### config.mk
export PLATFORM = sky130hd
export DESIGN_NAME = clt_regs
export DESIGN_NICKNAME = d
export VERILOG_FILES = /design/src/core/clt_pkg.sv /design/src/core/clt_decode.sv /design/src/core/clt_regs.sv
export SDC_FILE = /design/constraint.sdc
export NUM_CORES = 1
export LEC_CHECK = 0
export BUFFER_PORTS_ARGS = -buffer_cell sky130_fd_sc_hd__buf_2
export CAP_MARGIN = 40
export CORE_AREA = 2 2 174 133
export CTS_BUF_LIST = sky130_fd_sc_hd__clkbuf_8
export DETAILED_ROUTE_END_ITERATION = 7
export DIE_AREA = 0 0 176 135
export PLACE_DENSITY = 0.67
export SYNTH_ARGS = -nofsm -noshare
export SYNTH_HDL_FRONTEND = slang
export SYNTH_HIERARCHICAL = 1
export SYNTH_SLANG_ARGS = --single-unit
### constraint.sdc
create_clock -name i_mclk -period 14.5 [get_ports i_mclk]
set_input_delay 1.45 -clock i_mclk [delete_from_list [all_inputs] [get_ports i_mclk]]
set_output_delay 1.45 -clock i_mclk [all_outputs]
set_load 0.01 [all_outputs]
### src/core/clt_pkg.sv
/*
  Package for the charger limit and thermal configuration register bank:
  register offsets, field positions, reset values and decoded setting types.
  Assumes a byte-wide register access port from the serial interface logic.
*/
package clt_pkg;

  // Register offsets on the serial register port
  localparam logic [7:0] CLT_OFS_INPUT_LIMIT = 8'h07;
  localparam logic [7:0] CLT_OFS_TOPOFF = 8'h08;
  localparam logic [7:0] CLT_OFS_THERMAL = 8'h09;
  localparam logic [7:0] CLT_OFS_PROTECT = 8'h0A;

  // Input-limit register fields
  localparam int CLT_POS_RESTART = 6;
  localparam int CLT_POS_ILIM = 0;
  localparam logic [5:0] CLT_RST_ILIM = 6'h14;
  localparam logic CLT_RST_RESTART = 1'b0;
  localparam logic [5:0] CLT_ILIM_LOW_LAST = 6'h09;
  localparam logic [5:0] CLT_ILIM_MAX_CODE = 6'h3C;
  localparam logic [5:0] CLT_ILIM_OFF_CODE = 6'h3F;
  localparam logic [10:0] CLT_ILIM_LOW_MA = 11'd100;
  localparam logic [10:0] CLT_ILIM_BASE_MA = 11'd250;
  localparam logic [10:0] CLT_ILIM_STEP_MA = 11'd25;
  localparam logic [10:0] CLT_ILIM_MAX_MA = 11'd1500;
  localparam int CLT_TRIP_PCT = 95;

  // Topoff register fields
  localparam int CLT_POS_TOFF_TIMER = 5;
  localparam int CLT_POS_TEST_SCALE = 4;
  localparam int CLT_POS_TOFF_THR = 2;
  localparam int CLT_POS_TERM_V = 0;
  localparam logic [2:0] CLT_RST_TOFF_TIMER = 3'h3;
  localparam logic CLT_RST_TEST_SCALE = 1'b0;
  localparam logic [1:0] CLT_RST_TOFF_THR = 2'h0;
  localparam logic [1:0] CLT_RST_TERM_V = 2'h0;
  localparam logic [6:0] CLT_TOFF_STEP_MIN = 7'd10;
  localparam logic [7:0] CLT_TOFF_THR_STEP_MA = 8'd50;

  // Thermal register fields
  localparam int CLT_POS_DIE_TEMP = 6;
  localparam int CLT_POS_THM_OFF = 3;
  localparam int CLT_POS_SAFETY = 0;
  localparam logic [1:0] CLT_RST_DIE_TEMP = 2'h0;
  localparam logic CLT_RST_SAFETY = 1'b0;

  // Protection key field
  localparam int CLT_POS_KEY = 2;
  localparam logic [1:0] CLT_KEY_UNLOCK = 2'h3;
  localparam logic [1:0] CLT_RST_KEY = 2'h0;

  // Termination voltage selections, in code order
  typedef enum logic [1:0] {
    CLT_V_4P20 = 2'b00,
    CLT_V_4P10 = 2'b01,
    CLT_V_4P35 = 2'b10,
    CLT_V_4P15 = 2'b11
  } clt_term_v_e;

  // Die-temperature setpoints, in code order
  typedef enum logic [1:0] {
    CLT_T_105C = 2'b00,
    CLT_T_90C = 2'b01,
    CLT_T_120C = 2'b10,
    CLT_T_OFF = 2'b11
  } clt_die_temp_e;

  // Stored configuration fields
  typedef struct packed {
    logic restart_threshold_sel;
    logic [5:0] input_current_limit_code;
    logic [2:0] finish_timer_code;
    logic high_current_test_scale;
    logic [1:0] finish_current_threshold;
    logic [1:0] termination_voltage_code;
    logic [1:0] die_temp_setpoint;
    logic thermistor_monitor_off;
    logic safety_region_sel;
    logic [1:0] write_protect_key;
  } clt_cfg_s;

  // Decoded settings for the analog control loops
  typedef struct packed {
    logic restart_100mv;
    logic limit_disable;
    logic [10:0] limit_target_ma;
    logic [10:0] limit_trip_ma;
    logic [6:0] topoff_minutes;
    logic [7:0] topoff_current_ma;
    logic test_scale_2p8a;
    clt_term_v_e term_voltage;
    clt_die_temp_e die_temp;
    logic thermistor_monitor_off;
    logic safety_region2;
  } clt_ctl_s;

endpackage : clt_pkg

### src/core/clt_decode.sv
/*
  Settings decoder: turns the stored register fields into the current,
  time, voltage and temperature selections the charger loops consume.
  Purely combinational; the top registers its outputs.
*/
`timescale 1ns/1ps
module clt_decode (
  input wire clt_pkg::clt_cfg_s i_cfg,
  output clt_pkg::clt_ctl_s o_ctl
);
  import clt_pkg::*;

  // Target current in mA for an input-limit code
  function automatic logic [10:0] clt_limit_ma(input logic [5:0] code);
    logic [10:0] ma;
    ma = CLT_ILIM_LOW_MA;
    if (code > CLT_ILIM_MAX_CODE) begin
      ma = CLT_ILIM_MAX_MA;
    end else if (code > CLT_ILIM_LOW_LAST) begin
      ma = CLT_ILIM_BASE_MA + CLT_ILIM_STEP_MA *
           11'(code - CLT_ILIM_LOW_LAST - 6'h01);
    end
    return ma;
  endfunction : clt_limit_ma

  logic [10:0] target_ma;
  logic [17:0] trip_prod;

  // Limit target and the 95 percent trip point, truncated to whole mA
  always_comb begin
    target_ma = clt_limit_ma(i_cfg.input_current_limit_code);
    trip_prod = 18'(target_ma) * 18'(CLT_TRIP_PCT);
  end

  // Field decoding
  always_comb begin
    o_ctl.restart_100mv = i_cfg.restart_threshold_sel;
    o_ctl.limit_disable =
      (i_cfg.input_current_limit_code == CLT_ILIM_OFF_CODE);
    o_ctl.limit_target_ma = target_ma;
    o_ctl.limit_trip_ma = 11'(trip_prod / 18'd100);
    o_ctl.topoff_minutes =
      7'(i_cfg.finish_timer_code) * CLT_TOFF_STEP_MIN;
    o_ctl.topoff_current_ma = CLT_TOFF_THR_STEP_MA *
      (8'(i_cfg.finish_current_threshold) + 8'h01);
    o_ctl.test_scale_2p8a = i_cfg.high_current_test_scale;
    o_ctl.term_voltage =
      clt_term_v_e'(i_cfg.termination_voltage_code);
    o_ctl.die_temp = clt_die_temp_e'(i_cfg.die_temp_setpoint);
    o_ctl.thermistor_monitor_off = i_cfg.thermistor_monitor_off;
    o_ctl.safety_region2 = i_cfg.safety_region_sel;
  end

endmodule : clt_decode

### src/core/clt_regs.sv
/*
  Write-protected charger configuration register bank: input limit and
  restart threshold, topoff and termination voltage, thermal settings,
  and the protection key register that gates them.
  Assumes a serial interface block on i_mclk that presents one byte
  access per single-cycle strobe; supply-status pins are asynchronous.
*/
`timescale 1ns/1ps

// Function
// - Restart threshold bit: 0 means -150mV, 1 means -100mV.
// - Six-bit limit code: 100mA low codes, 250..1500mA in 25mA, all-ones off.
// - Applied trip threshold is 95 percent of the target limit.
// - Limit defaults to the 500mA code, restart bit defaults to 0.
// - Topoff time is code times ten minutes, default code 3.
// - Test-scale bit lifts fast-charge maximum to 2.8A, default off.
// - Topoff starts at 50, 100, 150 or 200mA, default 50mA.
// - Termination voltage 4.2, 4.10, 4.35 or 4.15V, default 4.2V.
// - Die setpoint 105, 90, 120C or loop off, default 105C.
// - Thermistor bit: 0 monitors continuously, 1 does not; variant default.
// - Safety region select bit, 0 region 1, 1 region 2, default 0.
// - Registers return to defaults on standby loss or power-good rise.
// - Writes other than to the key land only while key holds 11; other key values relock.
module clt_regs #(
  parameter logic THM_OFF_DEFAULT = 1'b1
) (
  input wire logic i_mclk,
  input wire logic i_nrst,
  input wire logic i_wr_stb,
  input wire logic i_rd_stb,
  input wire logic [7:0] i_addr,
  input wire logic [7:0] i_wdata,
  output logic [7:0] o_rdata,
  output logic o_rvalid,
  input wire logic i_standby_supply_ok,
  input wire logic i_safe_output_power_good,
  output clt_pkg::clt_ctl_s o_ctl,
  output logic o_unlocked
);
  import clt_pkg::*;

  // Field defaults packed into one constant
  function automatic clt_cfg_s clt_defaults(input logic thm_off);
    clt_cfg_s d;
    d.restart_threshold_sel = CLT_RST_RESTART;
    d.input_current_limit_code = CLT_RST_ILIM;
    d.finish_timer_code = CLT_RST_TOFF_TIMER;
    d.high_current_test_scale = CLT_RST_TEST_SCALE;
    d.finish_current_threshold = CLT_RST_TOFF_THR;
    d.termination_voltage_code = CLT_RST_TERM_V;
    d.die_temp_setpoint = CLT_RST_DIE_TEMP;
    d.thermistor_monitor_off = thm_off;
    d.safety_region_sel = CLT_RST_SAFETY;
    d.write_protect_key = CLT_RST_KEY;
    return d;
  endfunction : clt_defaults

  localparam clt_cfg_s CFG_DEFAULT = clt_defaults(THM_OFF_DEFAULT);

  // Three-stage synchronisers for the supply status pins
  logic [2:0] stby_sync_r;
  logic [2:0] stby_sync_nxt;
  logic [2:0] pok_sync_r;
  logic [2:0] pok_sync_nxt;
  logic stby_ok_r;
  logic stby_ok_nxt;
  logic pok_r;
  logic pok_nxt;
  logic default_req;

  // Shift pins in; a level counts once stages two and three agree
  always_comb begin
    stby_sync_nxt = {stby_sync_r[1:0], i_standby_supply_ok};
    pok_sync_nxt = {pok_sync_r[1:0], i_safe_output_power_good};
    stby_ok_nxt = stby_ok_r;
    pok_nxt = pok_r;
    if (stby_sync_r[1] == stby_sync_r[2]) begin
      stby_ok_nxt = stby_sync_r[2];
    end
    if (pok_sync_r[1] == pok_sync_r[2]) begin
      pok_nxt = pok_sync_r[2];
    end
  end

  // Supply state resets as "invalid", so the bank starts at defaults
  always_ff @(posedge i_mclk or negedge i_nrst) begin
    if (!i_nrst) begin
      stby_sync_r <= 3'h0;
      pok_sync_r <= 3'h0;
      stby_ok_r <= 1'b0;
      pok_r <= 1'b0;
    end else begin
      stby_sync_r <= stby_sync_nxt;
      pok_sync_r <= pok_sync_nxt;
      stby_ok_r <= stby_ok_nxt;
      pok_r <= pok_nxt;
    end
  end

  // Defaults while standby is invalid or on the power-good rising edge
  assign default_req = !stby_ok_r || (pok_nxt && !pok_r);

  // Configuration storage
  clt_cfg_s cfg_r;
  clt_cfg_s cfg_nxt;
  logic unlocked;

  assign unlocked = (cfg_r.write_protect_key == CLT_KEY_UNLOCK);

  // Write decode; the key register itself is never locked
  always_comb begin
    cfg_nxt = cfg_r;
    if (default_req) begin
      cfg_nxt = CFG_DEFAULT;
    end else if (i_wr_stb) begin
      case (i_addr)
        CLT_OFS_INPUT_LIMIT: begin
          if (unlocked) begin
            cfg_nxt.restart_threshold_sel = i_wdata[CLT_POS_RESTART];
            cfg_nxt.input_current_limit_code =
              i_wdata[CLT_POS_ILIM +: 6];
          end
        end
        CLT_OFS_TOPOFF: begin
          if (unlocked) begin
            cfg_nxt.finish_timer_code = i_wdata[CLT_POS_TOFF_TIMER +: 3];
            cfg_nxt.high_current_test_scale = i_wdata[CLT_POS_TEST_SCALE];
            cfg_nxt.finish_current_threshold =
              i_wdata[CLT_POS_TOFF_THR +: 2];
            cfg_nxt.termination_voltage_code =
              i_wdata[CLT_POS_TERM_V +: 2];
          end
        end
        CLT_OFS_THERMAL: begin
          if (unlocked) begin
            cfg_nxt.die_temp_setpoint = i_wdata[CLT_POS_DIE_TEMP +: 2];
            cfg_nxt.thermistor_monitor_off = i_wdata[CLT_POS_THM_OFF];
            cfg_nxt.safety_region_sel = i_wdata[CLT_POS_SAFETY];
          end
        end
        CLT_OFS_PROTECT: begin
          cfg_nxt.write_protect_key = i_wdata[CLT_POS_KEY +: 2];
        end
        default: begin
          cfg_nxt = cfg_r; // Unmapped writes are dropped
        end
      endcase
    end
  end

  // Asynchronous reset loads constants only
  always_ff @(posedge i_mclk or negedge i_nrst) begin
    if (!i_nrst) begin
      cfg_r <= CFG_DEFAULT;
    end else begin
      cfg_r <= cfg_nxt;
    end
  end

  // Read mux; reserved positions and unmapped offsets read zero
  logic [7:0] rdata_nxt;
  logic [7:0] rdata_r;
  logic rvalid_r;

  always_comb begin
    rdata_nxt = 8'h00;
    case (i_addr)
      CLT_OFS_INPUT_LIMIT: begin
        rdata_nxt[CLT_POS_RESTART] = cfg_r.restart_threshold_sel;
        rdata_nxt[CLT_POS_ILIM +: 6] = cfg_r.input_current_limit_code;
      end
      CLT_OFS_TOPOFF: begin
        rdata_nxt[CLT_POS_TOFF_TIMER +: 3] = cfg_r.finish_timer_code;
        rdata_nxt[CLT_POS_TEST_SCALE] = cfg_r.high_current_test_scale;
        rdata_nxt[CLT_POS_TOFF_THR +: 2] = cfg_r.finish_current_threshold;
        rdata_nxt[CLT_POS_TERM_V +: 2] = cfg_r.termination_voltage_code;
      end
      CLT_OFS_THERMAL: begin
        rdata_nxt[CLT_POS_DIE_TEMP +: 2] = cfg_r.die_temp_setpoint;
        rdata_nxt[CLT_POS_THM_OFF] = cfg_r.thermistor_monitor_off;
        rdata_nxt[CLT_POS_SAFETY] = cfg_r.safety_region_sel;
      end
      CLT_OFS_PROTECT: begin
        rdata_nxt[CLT_POS_KEY +: 2] = cfg_r.write_protect_key;
      end
      default: begin
        rdata_nxt = 8'h00;
      end
    endcase
  end

  // Read data holds until the next read strobe
  always_ff @(posedge i_mclk or negedge i_nrst) begin
    if (!i_nrst) begin
      rdata_r <= 8'h00;
      rvalid_r <= 1'b0;
    end else begin
      rdata_r <= i_rd_stb ? rdata_nxt : rdata_r;
      rvalid_r <= i_rd_stb;
    end
  end

  // Decoded settings, registered so every output leaves a flip-flop
  clt_ctl_s ctl_comb;
  clt_ctl_s ctl_r;
  logic unlocked_r;

  clt_decode u_decode (
    .i_cfg(cfg_r),
    .o_ctl(ctl_comb)
  );

  always_ff @(posedge i_mclk or negedge i_nrst) begin
    if (!i_nrst) begin
      ctl_r <= '0;
      unlocked_r <= 1'b0;
    end else begin
      ctl_r <= ctl_comb;
      unlocked_r <= unlocked;
    end
  end

  assign o_rdata = rdata_r;
  assign o_rvalid = rvalid_r;
  assign o_ctl = ctl_r;
  assign o_unlocked = unlocked_r;

endmodule : clt_regs

After elaboration in Yosys (flattened, before gate mapping)
Index checks and enable logic that the tools add are counted.

word-level totals
  flip-flop bits (word level) = 83
  bits of input ports = 22
  word-level logic and storage cells = 80

cells by class
  $add $sub $neg = 4
  $mul = 4
  divide/modulo/power cells = 1
  order comparisons = 2
  equality and inequality tests = 8
  mux-type cells = 19
  reduce and logical (&&, ||, !) cells = 14

operators with widths
  kind                                                                    count
  21-bit 2-to-1 mux                                                       2
  8-bit by 4-bit equality test with 1-bit output (second input constant)  3
  11-bit 2-to-1 mux                                                       2
  18-bit by 7-bit divider with 18-bit output (second input constant)      1
  11-bit by 7-bit multiplier with 18-bit output (second input constant)   1
  8-bit 2-to-1 mux                                                        2
  7-bit 2-to-1 mux                                                        2
  2-bit nonzero test                                                      6
  8-bit by 11-bit adder with 11-bit output (first input constant)         1
  5-bit by 11-bit multiplier with 11-bit output (first input constant)    1
  11-bit by 1-bit subtractor with 11-bit output (second input constant)   1
  1-bit one-hot mux with 3 select lines                                   3
  3-bit AND reduction                                                     3
  8-bit by 3-bit equality test with 1-bit output (second input constant)  1
  5-bit by 8-bit multiplier with 7-bit output (first input constant)      1
  4-bit 2-to-1 mux                                                        2
  6-bit by 4-bit subtractor with 7-bit output (second input constant)     1
  6-bit equality test (second input constant)                             1
  6-bit by 4-bit > comparator with 1-bit output (second input constant)   1
  6-bit > comparator (second input constant)                              1
  3-bit by 3-bit multiplier with 6-bit output (second input constant)     1
  1-bit one-hot mux with 2 select lines                                   2
  1-bit one-hot mux with 4 select lines                                   1
  2-bit one-hot mux with 2 select lines                                   1
  other kinds (9)                                                         11

Longest topological paths before layout
  depth after elaboration = 8
  mapped depth = 61
  gate-level depth less buffers = 55

Cells and area by module
Netlist, hierarchy kept.

by module, submodules not included
  module      times used  cells each  area an instance (um^2)  sequential area each (um^2)
  clt_decode  1           739         5826.8                   0.0
  clt_regs    1           208         2857.7                   2133.3

Worst setup path after synthesis
Ideal clock, no wire load.

  path type = register to register
  from = register cfg_r[14] in the netlist's numbering
  to = register ctl_r, in the netlist o_ctl[22]
  library setup time = 0.099 ns
  arrival = 13.597 ns
  required time = 14.401 ns
  slack = 0.804 ns
  cell stages (with the launch flop) = 58
  path buffers = 3
  cell sequence = dfrtp_1 clkbuf_1 inv_1 ha_1 xnor2_1 nand3_1 nor2b_1 mux2i_1 o21ai_0 xor2_1 and2_1 nor2_1 ha_1 xor2_1 ha_1 ha_1 ha_1 xor2_1 (+22 left out) a221o_2 a221oi_4 o221ai_2 a311oi_4 mux2_4 a21oi_1 o32a_1 o2111ai_1 and3_1 buf_4 o21ai_4 mux2i_2 a22oi_1 and3_1 nor4_2 nand2b_1 o311ai_1 a311oi_1

RTL lines
  what                      RTL line         source
  start: declaration        clt_regs.sv:104  clt_cfg_s cfg_r;
  start signal: assignment  clt_regs.sv:156  cfg_r <= cfg_nxt;
  end signal: assignment    clt_regs.sv:218  ctl_r <= ctl_comb;
  end: declaration          clt_regs.sv:205  clt_ctl_s ctl_r;

==> metrics.txt <==
outcome completed; share of cells above drive strength 1 26.5%; Remaining DRCs 0; CP Data Arrival Time 14150 ps; mapped cell area 8680 µm²; row count 47; largest net degree at the start of global routing 41; CTS Sinks 85; clock share of power 40.3%; Routed WL per cell 15.9 µm; first-pass GRT wire length 35500 µm; Clock Skew 19.1 ps; CTS tree yes; Final GP Congestion 0.921; Num CTS Buffers 9; Reg power frac 54.8%; Final period util 95.6%; Die X 176 µm; multi-input logic area 6400 µm²; CP max-delay cell dfstp_2; most common cell in the netlist dfrtp_1; Lkg Pwr 0.00457 µW; Syn Area/Cell 9.17 µm²; Max FO, Critical Path 9; Combinational Power Share 4.9%; Worst Setup Start Kind flop; Initial DRC Count 784; DIE HEIGHT 135 µm; Post-synth top cells dfrtp_1, inv_1, ha_1, nand2_1, nor2_1; fin crit period 13860 ps; asr flop ratio synth 100%; R2R Path Start cfg_r[16]; vias in the first global route 7000; Crit. Startpoint cfg_r[16]; Core Util, Final 46.9%; post-route setup TNS 0 ps; Synth Instances 947; die area 23800 µm²; Setup WS post-layout 639 ps; EDFF count, synth 0; core area 21900 µm²; Sequential cell area 2130 µm²; initial antenna violation count 0; Area contributors post-synth dfrtp_1, ha_1, fa_1; Slew HR 41.0%; global route total overflow 0; sequential area share after synthesis 24.6%; Main synth FF type dfrtp_1; I/O Buffers 77; Post-Route WL 21600 µm; Clock transition at path regs 100 ps; critical path class flop to flop; vias per std cell 5.54; Critical Path Sink Type flop; Yosys reg bits 85; Antenna diodes 0; Non-Filler Instances 1357; DP HPWL 16200 µm; Critical Path RT 14790 ps; clk buf depth 2; dpl ws -55.3 ps; vias 7517; worst min path class flop to flop; DR pass1 iterations 5; io pins 78; cell internal pwr 314 µW; switching share of power 28.5%; Yosys warning total 6; final hold vios 0; fmax 72.1 MHz; Max IR drop VDD 0.0397 mV; Placed Cells 1309; Initial Util 39.6%; # nets final 1191; area share of the largest cell type after synthesis 23.1%; H-Tree Depth 3; All-Layer GR Usage 18.4%; clock latency on the worst-skew pair 390 ps; P_sw 125 µW; # hold bufs at CTS 0; Post-DRT Antenna Nets 0; hold wc startpoint pok_sync_r[0]; Layout area overhead 18.3%; Critical Path Most Common Cell ha_1; Yosys cell types 120; max cap viols 0; Fill cells 2059; final setup violation count 0; pwr dens 42.7 nW/µm²; CP peak stage delay 580 ps; post-synth top area cell dfrtp_1; fin. max-slew vios 0; Slew @ Worst Pin 878 ps; clk root buf clkbuf_8
-- kinds of logic (layout without fill, tap and decap cells) --
family,Yosys count,after routing,share of synthesized area [%]
flops,85,85,24.6
fa+ha+maj,116,116,19.8
mux,20,20,2.72
buf+inv,118,233,6.50
compound gates,257,257,22.9
other cells,1,2,0.0432
simple gates,296,296,17.7
xor+xnor,54,54,5.78
-- through the flow --
stage	area (µm²)	hold WS (ps)	power [µW]
6_report	10300	351	439
5_1_grt	10300	361	459
4_1_cts	9620	352	446
3_5_place_dp	9410	336	267
3_3_place_gp	9380	333	265
2_1_floorplan	8690	331	254
-- power by group through the flow --
stage	combinational [µW]	clock (µW)	sequential, µW
2_1_floorplan	8.50	0	246
3_3_place_gp	20.1	0	245
3_5_place_dp	22.0	0	245
4_1_cts	22.1	183	241
5_1_grt	24.4	194	241
6_report	21.6	177	240
-- flip-flops by register name, indices dropped and copies added, names as in the netlist --
signal	flops
o_unlocked	1
pok_r	1
o_rvalid	1
cfg_r	21
stby_sync_r	3
o_rdata	8
pok_sync_r	3
stby_ok_r	1
o_ctl	46
-- critical path: cells and delay by family, from the launching register on --
family	cells	cell delay, ps
compound gates	23	5290
xor+xnor	5	1020
fa+ha+maj	10	3530
buf+inv	3	320
flops	1	580
mux	3	590
simple gates	10	2400
-- timing repair --
| action | CTS | global route |
|---|---|---|
| gates resized for setup | 2 | 75 |
| pin swaps | 0 | 32 |
| buffers inserted | 0 | 32 |
| setup endpoints to repair | 1 | 3 |
-- area by class of cell --
cell class,count,share of cell area (%)
inverters,79,2.89
clock inverters,7,0.706
flip-flops and latches,85,20.8
clock buffers,9,1.21
repair buffers,138,8.55
well taps,294,3.58
multi-input cells,745,62.3
-- layout by cell type, fill, tap and decap left out, types with 12 or more instances in the layout --
master,n
dfrtp_1,80
ha_1,69
nand2_1,72
nor2_1,61
o21ai_0,37
nor3_1,24
nand2b_1,12
xor2_1,15
and2_1,13
a21o_1,15
xnor2_1,32
inv_1,76
nand3_1,36
fa_1,37
buf_2,76
buf_4,59
a21oi_1,51
-- final timing paths --
check	end	slack (ps)	depth (start not counted)
setup / recovery	o_ctl[22]	640	54
hold / removal	pok_sync_r[1]	350	0
setup reg to reg	o_ctl[22]	640	54
hold reg to reg	pok_sync_r[1]	350	0
max in group asynchronous	cfg_r[12]	12590	3
min in group asynchronous	o_ctl[43]	890	1
-- layer usage --
layer	global-route usage, %	share of wire, %
met1	27.5	50
met2	27.2	43
met3	3.83	5.2
met4	3.86	1.3
met5	0	0
(Power assumes the default switching activity.)
